--- config.mk ---
export PLATFORM = sky130hd
export DESIGN_NAME = tss_mode_select
export DESIGN_NICKNAME = d
export VERILOG_FILES = /design/src/tss_pkg.sv /design/src/tss_filt_if.sv /design/src/tss_mode_select.sv /design/src/tss_smooth_filter.sv
export SDC_FILE = /design/constraint.sdc
export NUM_CORES = 2
export LEC_CHECK = 0
export BUFFER_PORTS_ARGS = -buffer_cell sky130_fd_sc_hd__buf_2
export CORE_MARGIN = 3
export CORE_UTILIZATION = 48
export DETAILED_ROUTE_END_ITERATION = 8
export PLACE_DENSITY = 0.73
export SLEW_MARGIN = 10
export SYNTH_ARGS = -nofsm -noshare
export SYNTH_HDL_FRONTEND = slang
export SYNTH_SLANG_ARGS = --single-unit
--- constraint.sdc ---
create_clock -name pclk -period 15.9 [get_ports pclk]
set_input_delay 1.59 -clock pclk [delete_from_list [all_inputs] [get_ports pclk]]
set_output_delay 1.59 -clock pclk [all_outputs]
set_load 0.01 [all_outputs]
--- src/tss_pkg.sv ---
package tss_pkg;
   // register byte offsets
   localparam logic [7:0] TSS_OFS_CHOICE = 8'h00;
   localparam logic [7:0] TSS_OFS_TORQUE = 8'h04;
   localparam logic [7:0] TSS_OFS_START = 8'h08;
   localparam logic [7:0] TSS_OFS_REGEN = 8'h0C;
   localparam logic [7:0] TSS_OFS_MOTOR = 8'h10;
   localparam logic [7:0] TSS_OFS_KP = 8'h14;
   localparam logic [7:0] TSS_OFS_KI = 8'h18;
   localparam logic [7:0] TSS_OFS_LOWER = 8'h1C;
   localparam logic [7:0] TSS_OFS_FEXP = 8'h20;
   localparam logic [7:0] TSS_OFS_CTRL = 8'h24;
   localparam logic [7:0] TSS_OFS_SPD_REF = 8'h28;
   localparam logic [7:0] TSS_OFS_SPD_FB = 8'h2C;
   localparam logic [7:0] TSS_OFS_CMD_OUT = 8'h30;
   localparam logic [7:0] TSS_OFS_PI_OUT = 8'h34;
   localparam logic [7:0] TSS_OFS_FILT_OUT = 8'h38;
   localparam logic [7:0] TSS_OFS_RAW_FB = 8'h3C;
   localparam logic [7:0] TSS_OFS_STATUS = 8'h40;
   // field positions and values
   localparam int TSS_CTRL_RUN_BIT = 0;
   localparam int TSS_CTRL_START_BIT = 1;
   localparam int TSS_CTRL_RAMP_BIT = 2;
   localparam logic TSS_CHOICE_TORQUE = 1'b0;
   localparam logic TSS_CHOICE_SPEED = 1'b1;
   // reset values, rated current and ramp step
   localparam logic TSS_CHOICE_RST = 1'b1;
   localparam logic [15:0] TSS_RATED_CURRENT = 16'h0FFF;
   localparam logic [15:0] TSS_CAP_RST = 16'h0FFF;
   localparam logic [3:0] TSS_FEXP_RST = 4'hF;
   localparam logic [15:0] TSS_RAMP_STEP = 16'h0010;
   // timing: control update every 100 us at 100 MHz
   localparam int TSS_CLK_MHZ = 100;
   localparam int TSS_UPDATE_US = 100;
   localparam int TSS_UPDATE_CYC = TSS_UPDATE_US * TSS_CLK_MHZ;
   localparam logic [31:0] TSS_BAD_ADDR = 32'h0000_0000;
   typedef enum logic [1:0] {
      TSS_ST_IDLE = 2'b00,
      TSS_ST_PI = 2'b01,
      TSS_ST_SEL = 2'b10,
      TSS_ST_LIM = 2'b11
   } tss_state_t;
endpackage

--- src/tss_filt_if.sv ---
`timescale 1ns/1ps
interface tss_filt_if;
   logic step;
   logic [3:0] fexp;
   logic signed [15:0] raw_in;
   logic signed [15:0] clamped;
   logic signed [15:0] filt_out;
   modport ctl (output step, output fexp, output raw_in,
      input clamped, input filt_out);
   modport flt (input step, input fexp, input raw_in,
      output clamped, output filt_out);
endinterface

--- src/tss_mode_select.sv ---
`timescale 1ns/1ps
module tss_mode_select
   import tss_pkg::*;
(
   input wire logic pclk,
   input wire logic presetn,
   input wire logic psel,
   input wire logic penable,
   input wire logic pwrite,
   input wire logic [31:0] paddr,
   input wire logic [31:0] pwdata,
   output logic [31:0] prdata,
   output logic pready,
   output logic pslverr,
   input wire logic signed [15:0] speed_in,
   output logic signed [15:0] current_command,
   output logic update_strobe
);
   // pclk is the PLL-derived internal clock, made outside
   logic choice_reg;
   logic [15:0] torque_command_reg;
   logic [15:0] start_current_cap_reg;
   logic [15:0] regen_current_cap_reg;
   logic [15:0] motoring_current_cap_reg;
   logic signed [15:0] speed_prop_gain_reg;
   logic signed [15:0] speed_integral_gain_reg;
   logic signed [15:0] lower_bound_reg;
   logic [3:0] fexp_reg;
   logic [2:0] ctrl_reg;
   logic signed [15:0] speed_ref_reg;
   logic signed [15:0] speed_fb_reg;
   logic signed [15:0] cmd_reg;
   logic signed [15:0] pi_reg;
   logic signed [31:0] integ_reg;
   logic signed [15:0] raw_fb_reg;
   logic signed [15:0] sel_reg;
   logic signed [15:0] ramp_reg;
   logic active_choice_reg;
   logic ramping_reg;
   logic [31:0] prdata_reg;
   logic [13:0] div_reg;
   logic tick;
   tss_state_t state_reg;
   tss_state_t state_next;
   tss_filt_if fi ();

   tss_smooth_filter u_filt (
      .pclk(pclk),
      .presetn(presetn),
      .fi(fi)
   );

   // apb decode, zero wait states
   logic access;
   logic wr_en;
   logic rd_en;
   logic addr_ok;
   logic [7:0] ofs;
   assign ofs = paddr[7:0];
   assign access = psel && penable;
   assign addr_ok = (paddr[31:8] == 24'h000000) && (ofs[1:0] == 2'b00)
      && (ofs <= TSS_OFS_STATUS);
   assign wr_en = access && pwrite && addr_ok;
   // read word is loaded in the setup cycle, so it stands through access
   assign rd_en = psel && !penable && !pwrite && addr_ok;
   assign pready = 1'b1;
   assign pslverr = access && !addr_ok; // unmapped answers an error
   assign prdata = prdata_reg;

   // write-side registers
   always_ff @(posedge pclk or negedge presetn) begin
      if (!presetn) begin
         choice_reg <= TSS_CHOICE_RST;
         torque_command_reg <= 16'h0000;
         start_current_cap_reg <= TSS_CAP_RST;
         regen_current_cap_reg <= TSS_CAP_RST;
         motoring_current_cap_reg <= TSS_CAP_RST;
         speed_prop_gain_reg <= 16'sh0000;
         speed_integral_gain_reg <= 16'sh0000;
         lower_bound_reg <= 16'sh0000;
         fexp_reg <= TSS_FEXP_RST;
         ctrl_reg <= 3'h0;
         speed_ref_reg <= 16'sh0000;
      end else if (wr_en) begin
         unique case (ofs)
            TSS_OFS_CHOICE: choice_reg <= pwdata[0];
            TSS_OFS_TORQUE: torque_command_reg <= pwdata[15:0];
            TSS_OFS_START: start_current_cap_reg <= pwdata[15:0];
            TSS_OFS_REGEN: regen_current_cap_reg <= pwdata[15:0];
            TSS_OFS_MOTOR: motoring_current_cap_reg <= pwdata[15:0];
            TSS_OFS_KP: speed_prop_gain_reg <= pwdata[15:0];
            TSS_OFS_KI: speed_integral_gain_reg <= pwdata[15:0];
            TSS_OFS_LOWER: lower_bound_reg <= pwdata[15:0];
            TSS_OFS_FEXP: fexp_reg <= pwdata[3:0];
            TSS_OFS_CTRL: ctrl_reg <= pwdata[2:0];
            TSS_OFS_SPD_REF: speed_ref_reg <= pwdata[15:0];
            default: ;
         endcase
      end
   end

   // read mux
   logic [31:0] rd_val;
   always_comb begin
      rd_val = 32'h0000_0000;
      unique case (ofs)
         TSS_OFS_CHOICE: rd_val = {31'h0, choice_reg};
         TSS_OFS_TORQUE: rd_val = {16'h0, torque_command_reg};
         TSS_OFS_START: rd_val = {16'h0, start_current_cap_reg};
         TSS_OFS_REGEN: rd_val = {16'h0, regen_current_cap_reg};
         TSS_OFS_MOTOR: rd_val = {16'h0, motoring_current_cap_reg};
         TSS_OFS_KP: rd_val = {16'h0, speed_prop_gain_reg};
         TSS_OFS_KI: rd_val = {16'h0, speed_integral_gain_reg};
         TSS_OFS_LOWER: rd_val = {16'h0, lower_bound_reg};
         TSS_OFS_FEXP: rd_val = {28'h0, fexp_reg};
         TSS_OFS_CTRL: rd_val = {29'h0, ctrl_reg};
         TSS_OFS_SPD_REF: rd_val = {16'h0, speed_ref_reg};
         TSS_OFS_SPD_FB: rd_val = {16'h0, fi.filt_out};
         TSS_OFS_CMD_OUT: rd_val = {16'h0, cmd_reg};
         TSS_OFS_PI_OUT: rd_val = {16'h0, pi_reg};
         TSS_OFS_FILT_OUT: rd_val = {16'h0, fi.clamped};
         TSS_OFS_RAW_FB: rd_val = {16'h0, raw_fb_reg};
         TSS_OFS_STATUS: rd_val = {28'h0, ramping_reg, active_choice_reg,
            state_reg};
         default: rd_val = 32'h0000_0000;
      endcase
   end

   // read data loaded at the setup edge, valid while pready is high
   always_ff @(posedge pclk or negedge presetn) begin
      if (!presetn) prdata_reg <= 32'h0000_0000;
      else if (rd_en) prdata_reg <= rd_val;
   end

   // control-loop update divider; one-cycle enable
   assign tick = ctrl_reg[TSS_CTRL_RUN_BIT]
      && (div_reg == 14'(TSS_UPDATE_CYC - 1));
   always_ff @(posedge pclk or negedge presetn) begin
      if (!presetn) div_reg <= 14'h0000;
      else if (!ctrl_reg[TSS_CTRL_RUN_BIT] || tick) div_reg <= 14'h0000;
      else div_reg <= div_reg + 14'h0001;
   end

   // update sequence: idle, pi, select, limit
   always_comb begin
      state_next = state_reg;
      unique case (state_reg)
         TSS_ST_IDLE: if (tick) state_next = TSS_ST_PI;
         TSS_ST_PI: state_next = TSS_ST_SEL;
         TSS_ST_SEL: state_next = TSS_ST_LIM;
         TSS_ST_LIM: state_next = TSS_ST_IDLE;
      endcase
   end
   always_ff @(posedge pclk or negedge presetn) begin
      if (!presetn) state_reg <= TSS_ST_IDLE;
      else state_reg <= state_next;
   end

   // filter step with the raw speed sample
   assign fi.step = tick;
   assign fi.fexp = fexp_reg;
   assign fi.raw_in = speed_in;

   // speed PI; zero gains hold the integrator, so out is its held value shifted right by 8 (zero from reset)
   logic signed [16:0] err;
   logic signed [31:0] p_term;
   logic signed [31:0] i_add;
   logic signed [31:0] integ_next;
   logic signed [31:0] pi_sum;
   logic signed [15:0] pi_sat;
   assign err = 17'(speed_ref_reg) - 17'(fi.filt_out);
   assign p_term = 32'(err) * 32'(speed_prop_gain_reg);
   assign i_add = 32'(err) * 32'(speed_integral_gain_reg);
   assign integ_next = integ_reg + (i_add >>> 8);
   assign pi_sum = (p_term >>> 8) + (integ_next >>> 8);
   assign pi_sat = (pi_sum > 32'sd32767) ? 16'sh7FFF :
      (pi_sum < -32'sd32768) ? 16'sh8000 : 16'(pi_sum);
   always_ff @(posedge pclk or negedge presetn) begin
      if (!presetn) begin
         pi_reg <= 16'sh0000;
         integ_reg <= 32'sh0000_0000;
         raw_fb_reg <= 16'sh0000;
      end else if (state_reg == TSS_ST_PI) begin
         integ_reg <= integ_next;
         pi_reg <= pi_sat;
         raw_fb_reg <= speed_in;
      end
   end

   // mode latched once per update, no mid-update mix
   logic mode_change;
   logic signed [15:0] src;
   logic signed [15:0] ramp_next;
   logic signed [16:0] ramp_up;
   logic signed [16:0] ramp_dn;
   assign mode_change = (state_reg == TSS_ST_SEL)
      && (choice_reg != active_choice_reg);
   assign src = (choice_reg == TSS_CHOICE_TORQUE)
      ? $signed(torque_command_reg) : pi_reg;
   // signed and one bit wider, so negative commands compare right
   assign ramp_up = 17'(ramp_reg) + 17'($signed(TSS_RAMP_STEP));
   assign ramp_dn = 17'(ramp_reg) - 17'($signed(TSS_RAMP_STEP));
   assign ramp_next = (17'(src) > ramp_up) ? 16'(ramp_up)
      : (17'(src) < ramp_dn) ? 16'(ramp_dn) : src;
   always_ff @(posedge pclk or negedge presetn) begin
      if (!presetn) begin
         active_choice_reg <= TSS_CHOICE_RST;
         ramping_reg <= 1'b0;
         ramp_reg <= 16'sh0000;
         sel_reg <= 16'sh0000;
      end else if (state_reg == TSS_ST_SEL) begin
         active_choice_reg <= choice_reg;
         if (mode_change && ctrl_reg[TSS_CTRL_RAMP_BIT]) begin
            ramping_reg <= 1'b1;
            ramp_reg <= pi_reg;
            sel_reg <= pi_reg;
         end else if (ramping_reg) begin
            ramp_reg <= ramp_next;
            sel_reg <= ramp_next;
            ramping_reg <= (ramp_next != src);
         end else begin
            sel_reg <= src;
         end
      end
   end

   // limiter: high cap always applied, regen cap only while lower bound is zero; no speed limit in torque mode
   logic signed [15:0] hi_cap;
   logic signed [15:0] lo_cap;
   logic signed [15:0] lim_out;
   assign hi_cap = ctrl_reg[TSS_CTRL_START_BIT]
      ? $signed(start_current_cap_reg)
      : $signed(motoring_current_cap_reg);
   assign lo_cap = (lower_bound_reg != 16'sh0000) ? lower_bound_reg
      : -$signed(regen_current_cap_reg);
   assign lim_out = (sel_reg > hi_cap) ? hi_cap :
      (sel_reg < lo_cap) ? lo_cap : sel_reg;
   always_ff @(posedge pclk or negedge presetn) begin
      if (!presetn) cmd_reg <= 16'sh0000;
      else if (state_reg == TSS_ST_LIM) cmd_reg <= lim_out;
   end

   assign current_command = cmd_reg;
   assign update_strobe = (state_reg == TSS_ST_LIM);
endmodule

--- src/tss_smooth_filter.sv ---
`timescale 1ns/1ps
module tss_smooth_filter
   import tss_pkg::*;
(
   input wire logic pclk,
   input wire logic presetn,
   tss_filt_if.flt fi
);
   logic signed [15:0] prev_reg;
   logic signed [15:0] clamp_reg;
   logic signed [15:0] acc_reg;
   logic signed [16:0] diff;
   logic signed [16:0] lim;
   logic signed [15:0] clamp_next;
   logic signed [16:0] acc_delta;
   // step from previous clamped sample, capped at two to the exponent
   assign diff = 17'(fi.raw_in) - 17'(prev_reg);
   assign lim = 17'(17'sd1 <<< fi.fexp);
   assign clamp_next = (diff > lim) ? 16'(17'(prev_reg) + lim) :
      (diff < -lim) ? 16'(17'(prev_reg) - lim) : fi.raw_in;
   // first-order smoothing, shift of 3
   assign acc_delta = (17'(clamp_reg) - 17'(acc_reg)) >>> 3;
   // the clamp sits only on this filter path
   always_ff @(posedge pclk or negedge presetn) begin
      if (!presetn) begin
         prev_reg <= 16'sh0000;
         clamp_reg <= 16'sh0000;
         acc_reg <= 16'sh0000;
      end else if (fi.step) begin
         prev_reg <= clamp_next;
         clamp_reg <= clamp_next;
         acc_reg <= 16'(17'(acc_reg) + acc_delta);
      end
   end
   assign fi.clamped = clamp_reg;
   assign fi.filt_out = acc_reg;
endmodule

Word-level counts from Yosys, hierarchy flattened
Index checks and enable logic that the tools add are counted.
W data, S select, Z words.
- add/subtract/negate cells: 13
- multipliers: 2
- div/mod/pow operators: 0
- $lt $le $gt $ge: 9
- equality and inequality tests: 23
- shifts and indexed selects: 1
- muxes and demuxes: 21
- bitwise operators: 0
- reduce and logical (&&, ||, !) cells: 35
- operator list (operator ; count):
    $pmux W16 S17 ; 1
    $mux W16 ; 15
    $eq A8 B6 Y1 const B ; 8
    $mul A17 B16 Y32 ; 2
    $sub A16 B16 Y17 ; 3
    $add A32 B24 Y32 ; 1
    $eq A8 B5 Y1 const B ; 4
    $add A24 B24 Y25 ; 1
    $gt A25 B16 Y1 const B ; 1
    $lt A25 B16 Y1 const B ; 1
    $logic_not A24 Y1 ; 1
    $reduce_and A2 Y1 ; 12
    $add A16 B6 Y17 const B ; 1
    $gt A16 B17 Y1 ; 1
    $gt A17 B17 Y1 ; 1
    $lt A16 B17 Y1 ; 1
    $lt A17 B17 Y1 ; 1
    $neg A17 Y17 ; 1
    $sshl A2 B4 Y17 const A ; 1
    $sub A16 B6 Y17 const B ; 1
    $add A16 B14 Y16 ; 1
    $add A16 B16 Y16 ; 1
    $eq A8 B4 Y1 const B ; 2
    $gt A16 B16 Y1 ; 1
    24 further kinds ; 41
- register bits: 330
- bits in latches: 0
- bits in writable memories: 0
- bits in read-only memories: 0
- input bits: 85
- word-level logic and storage cells: 128
- memories: 0

Logic depth before layout (Yosys ltp)
- word-level depth: 7
- gate-level depth with buffers: 64

Cells and area by module
Synthesis repeated with hierarchy kept, for this count alone.
- cell total of the unflattened synthesis: 5269
- area, all modules: 47127.7 um^2
- modules (own cells, without submodules) (module ; times used ; cells each ; area an instance (um^2) ; sequential area each (um^2)):
    tss_mode_select ; 1 ; 4469 ; 41089.4 ; 7109.3
    tss_smooth_filter ; 1 ; 800 ; 6038.3 ; 800.8

Least setup slack after synthesis
OpenSTA, ideal clock, no wires.
- kind: register -> register
- start: register u_filt.acc_reg[1] (netlist: u_filt.fi.filt_out[1])
- end: register pi_reg[10]
- library setup time: 80 ps
- arrival: 12326 ps
- setup slack: 3495 ps
- stages on the path, launching flop included: 62
- buffers on the path: 2
- cells stage by stage: dfrtp_1 -> inv_1 -> ha_1 -> nor2b_1 -> o21ai_0 -> a21boi_1 -> o21ai_0 -> a21oi_1 -> o21ai_1 -> a21boi_0 -> o21ai_1 -> a21oi_1 -> o21ai_1 -> a21oi_1 -> o31a_1 -> o21a_1 -> o21ai_0 -> clkbuf_1 -> [... 26 more ...] -> xnor2_1 -> ha_1 -> or4_1 -> nor4_1 -> o21ai_0 -> o211ai_1 -> o21ai_0 -> a221o_1 -> inv_1 -> o31ai_1 -> xor2_1 -> or3_1 -> nor4_1 -> nand2b_1 -> o31ai_2 -> nand2_1 -> buf_6 -> o22ai_2
- cells in the longest elaborated chain, start to end: 7
- ends and longest elaborated chain (what ; RTL line ; source):
    start: declaration ; tss_smooth_filter.sv:11 ; logic signed [15:0] acc_reg;
    start signal: assignment ; tss_smooth_filter.sv:32 ; acc_reg <= 16'(17'(acc_reg) + acc_delta);
    $sub A16 B16 Y17 * ; tss_mode_select.sv:171 ; assign err = 17'(speed_ref_reg) - 17'(fi.filt_out);
    $mul A17 B16 Y32 * ; tss_mode_select.sv:173 ; assign i_add = 32'(err) * 32'(speed_integral_gain_reg);
    $add A32 B24 Y32 * ; tss_mode_select.sv:174 ; assign integ_next = integ_reg + (i_add >>> 8);
    via integ_next[18] ; tss_mode_select.sv:168 ; logic signed [31:0] integ_next;
    $add A24 B24 Y25 * ; tss_mode_select.sv:175 ; assign pi_sum = (p_term >>> 8) + (integ_next >>> 8);
    $lt A25 B16 Y1 ; tss_mode_select.sv:177 ; (pi_sum < -32'sd32768) ? 16'sh8000 : 16'(pi_sum);
    $mux W16 ; tss_mode_select.sv:177 ;
    $mux W16 * ; tss_mode_select.sv:176 ; assign pi_sat = (pi_sum > 32'sd32767) ? 16'sh7FFF :
    end signal: assignment ; tss_mode_select.sv:185 ; pi_reg <= pi_sat;
    end: declaration ; tss_mode_select.sv:33 ; logic signed [15:0] pi_reg;
The timed path passes the listed nets; every way through them passes the cells marked *.
A chain may end at the register's enable or synchronous reset.

Final worst setup path
- start: register u_filt.acc_reg[1] (netlist: u_filt.fi.filt_out[1])
- end: register pi_reg[6]
- cells in the longest elaborated chain, start to end: 7
- ends and longest elaborated chain (what ; RTL line):
    $sub A16 B16 Y17 * ; tss_mode_select.sv:171
    $mul A17 B16 Y32 ; tss_mode_select.sv:173
    $add A32 B24 Y32 ; tss_mode_select.sv:174
    $add A24 B24 Y25 * ; tss_mode_select.sv:175
    $lt A25 B16 Y1 ; tss_mode_select.sv:177
    $mux W16 ; tss_mode_select.sv:177
    $mux W16 * ; tss_mode_select.sv:176
Every way passes the cells marked *; elsewhere a longest branch is shown, timed or not.

==> results.ini <==
[drt]
antenna_left = 0
first_iter_violations = 2786
wirelength_um = 127800
wl_per_cell_um = 20.60
drc = 0
vias_per_cell = 5.796
via_count = 35970
firstDrtPassIters = 5

[cts]
cts.sinks = 314
cts_tree = built
cts_hold_buffers = 0
cts_setup_buffers = 0
htreeDepth = 2
clk_pin_slew_ps = 60
cts_buffers = 38
root_buffer = clkbuf_16
clkLatencyLatePin_ps = 580
clk_path_buf_depth = 3

[sta]
fin_ws_ps = 981.5
max_slew_margin = 0.2030
whs_ps = 462.3
fmax_ghz = 0.06703
fin_setup_tns_ps = 0
fin_crit_ps = 14920
finalMaxSlewViolations = 0
skew_ps = 41.07
rsz0062_at_grt = false
worst_slew_pin_slew_ps = 1194
fin_crit_sh = 0.9383
setup-violations-final = 0
hold_viol = 0

[critical_path]
required_ps = 16370
cp_slowest_stage_delay_ps = 720
path_class = reg -> reg
cp_max_fo = 31
cp-start-kind = flip-flop
worstPathArrival_ps = 15390
worst_path_max_delay_cell = xnor2_1
crit_path_end_kind = flip-flop

[floorplan]
core-area_um2 = 92360
row_count = 111
die_y_um = 312.2
io_pins = 136
initial_utilization = 0.4874
dieArea_um2 = 97490
chipWidth_um = 312.2

[synthesis]
synth_flop_cell = dfrtp_1
syn_area_um2 = 45020
ys_seq_elements = 314
yosysWarnings = 0
synthArstFlopShare = 1.000
syn_area_per_cell_um2 = 9.127
seq_area_frac_synth = 0.1757
synth_edf_count = 0
synth_cell_types = 102
netlist_instances = 4932
synth_top_area_cell = fa_1
ys_top_cells_by_area = fa_1, dfrtp_1, ha_1
yosysTopAreaCellShare = 0.2397

[worst_hold_path]
hp-class = reg -> reg

[finish]
drive_above_1_share = 0.1135
layout.nets = 5962
register_area_um2 = 7910
n_fill_cell = 8441
multiInputGateArea_um2 = 33390
syn_to_final_growth_pct = 6.765
largest_register_ffs = 32

[status]
status = completed

[grt]
grt_usage = 0.2633
grt_max_degree = 109
grt_overflow_total = 0
first_global_vias = 36530
grt_pass1_wl_um = 204800
antenna_found_initial = 2

[pwr]
ir_worst_vdd_uv = 59.60
power_density_nw_per_um2 = 36.58
p_leak_nw = 23.39

[place]
dp_slack_ps = 962.1
dpl.hpwl_um = 101800
gp_congestion = 0.9731
port-buffer-count = 102

[flow_run]
maxCapViolCount = 0

[power by group]
group,leakage [nW],internal [mW],switching (mW)
clock,0.604,0.504,0.374
combinational,18.6,0.0239,0.0562
sequential,4.15,0.800,0.00000000169
total,23.4,1.33,0.430
[layout make-up]
class                           instances  share of cell area
Antenna cell                            2           0.0001041
Multi-Input combinational cell       3626              0.6948
Tap cell                             1243             0.03236
Sequential cell                       314              0.1646
Inverter                              779             0.06084
Clock inverter                         13            0.002369
Timing Repair Buffer                  171             0.02176
Clock buffer                           57             0.02317
[cells in the final DEF (no fill, tap or decap), types with 73 or more instances in the layout]
| master | Yosys | final |
|---|---|---|
| xnor2_1 | 156 | 152 |
| nand2_1 | 449 | 449 |
| a21oi_1 | 196 | 196 |
| dfrtp_1 | 272 | 272 |
| mux2_2 | 225 | 225 |
| and2_1 | 183 | 183 |
| nor2b_1 | 83 | 83 |
| inv_1 | 777 | 777 |
| nor2_1 | 240 | 229 |
| fa_1 | 539 | 539 |
| ha_1 | 408 | 407 |
| xor2_1 | 75 | 73 |
| o21ai_0 | 171 | 170 |
| buf_2 | 2 | 101 |
[through the flow]
stage | area [µm²] | std cells | util | total power, mW
floorplan | 45080 | 4949 | - | 0.8512
global placement | 46810 | 6132 | 0.5068 | 0.8920
detailed placement | 46810 | 6132 | 0.5068 | 0.8936
CTS | 48030 | 6202 | 0.5201 | 1.766
global route | 48060 | 6203 | 0.5203 | 1.805
finish | 48060 | 6205 | 0.5204 | 1.758
[synthesized netlist by cell type (all sizes together) (38+ instances only)]
cell / count
a21o: 61
nor2b: 83
mux2i: 68
clkbuf: 195
o21ai: 181
and2: 184
o21a: 58
and3: 42
dfrtp: 272
a221oi: 51
nand3: 64
xnor2: 156
nand4: 38
mux2: 225
ha: 408
xor2: 76
nand2b: 63
inv: 778
dfstp: 42
a21oi: 198
nor3: 59
fa: 539
nand2: 449
nor2: 240
[worst paths after layout]
check	start	end	slack, ps	cells after the start
min	div_reg[0]	div_reg[0]	460	1
max in group asynchronous	presetn	speed_prop_gain_reg[14]	13310	2
min in group asynchronous	presetn	ramp_reg[1]	1020	1
max reg2reg	u_filt.fi.filt_out[1]	pi_reg[6]	980	58
max	u_filt.fi.filt_out[1]	pi_reg[6]	980	58
min reg2reg	div_reg[0]	div_reg[0]	460	1
[critical path, delay by kind of cell (launching register included)]
| kind | cells | cell delay [ps] |
|---|---|---|
| AOI/OAI and AO/OA | 26 | 5270 |
| adders and majority gates | 10 | 4480 |
| and+or+nand+nor | 13 | 2380 |
| buffers and inverters | 7 | 1100 |
| xor gates and xnor gates | 1 | 720 |
| DFF | 1 | 480 |
| muxes | 1 | 380 |
[metal layers]
| layer | track usage | vias up | part of all wire |
|---|---|---|---|
| li1 | - | 16250 | - |
| met1 | 0.3457 | 18010 | 0.41 |
| met2 | 0.4312 | 1379 | 0.46 |
| met3 | 0.04443 | 325 | 0.079 |
| met4 | 0.1101 | 2 | 0.049 |
| met5 | 0.004941 | - | 0.00053 |
[cell families (layout without fill, tap and decap cells)]
logic type | count (synthesis) | count (layout) | share of synthesized area
AND/OR/NAND/NOR | 1312 | 1312 | 0.1429
buffers and inverters | 1009 | 1020 | 0.08597
adder cells (fa/ha/maj) | 949 | 949 | 0.3535
AO/OA/AOI/OAI | 819 | 819 | 0.1239
flip-flops | 314 | 314 | 0.1757
multiplexers | 293 | 293 | 0.07140
XOR/XNOR | 234 | 234 | 0.04633
other | 2 | 21 | 0.0001668
[what timing repair did]
action                                  in CTS  in global routing
gates resized for setup                      0                  1
endpoints found under the setup margin       0                 12
hold endpoints to repair                     0                  0
No activity file was read; power rests on OpenSTA's default activity.
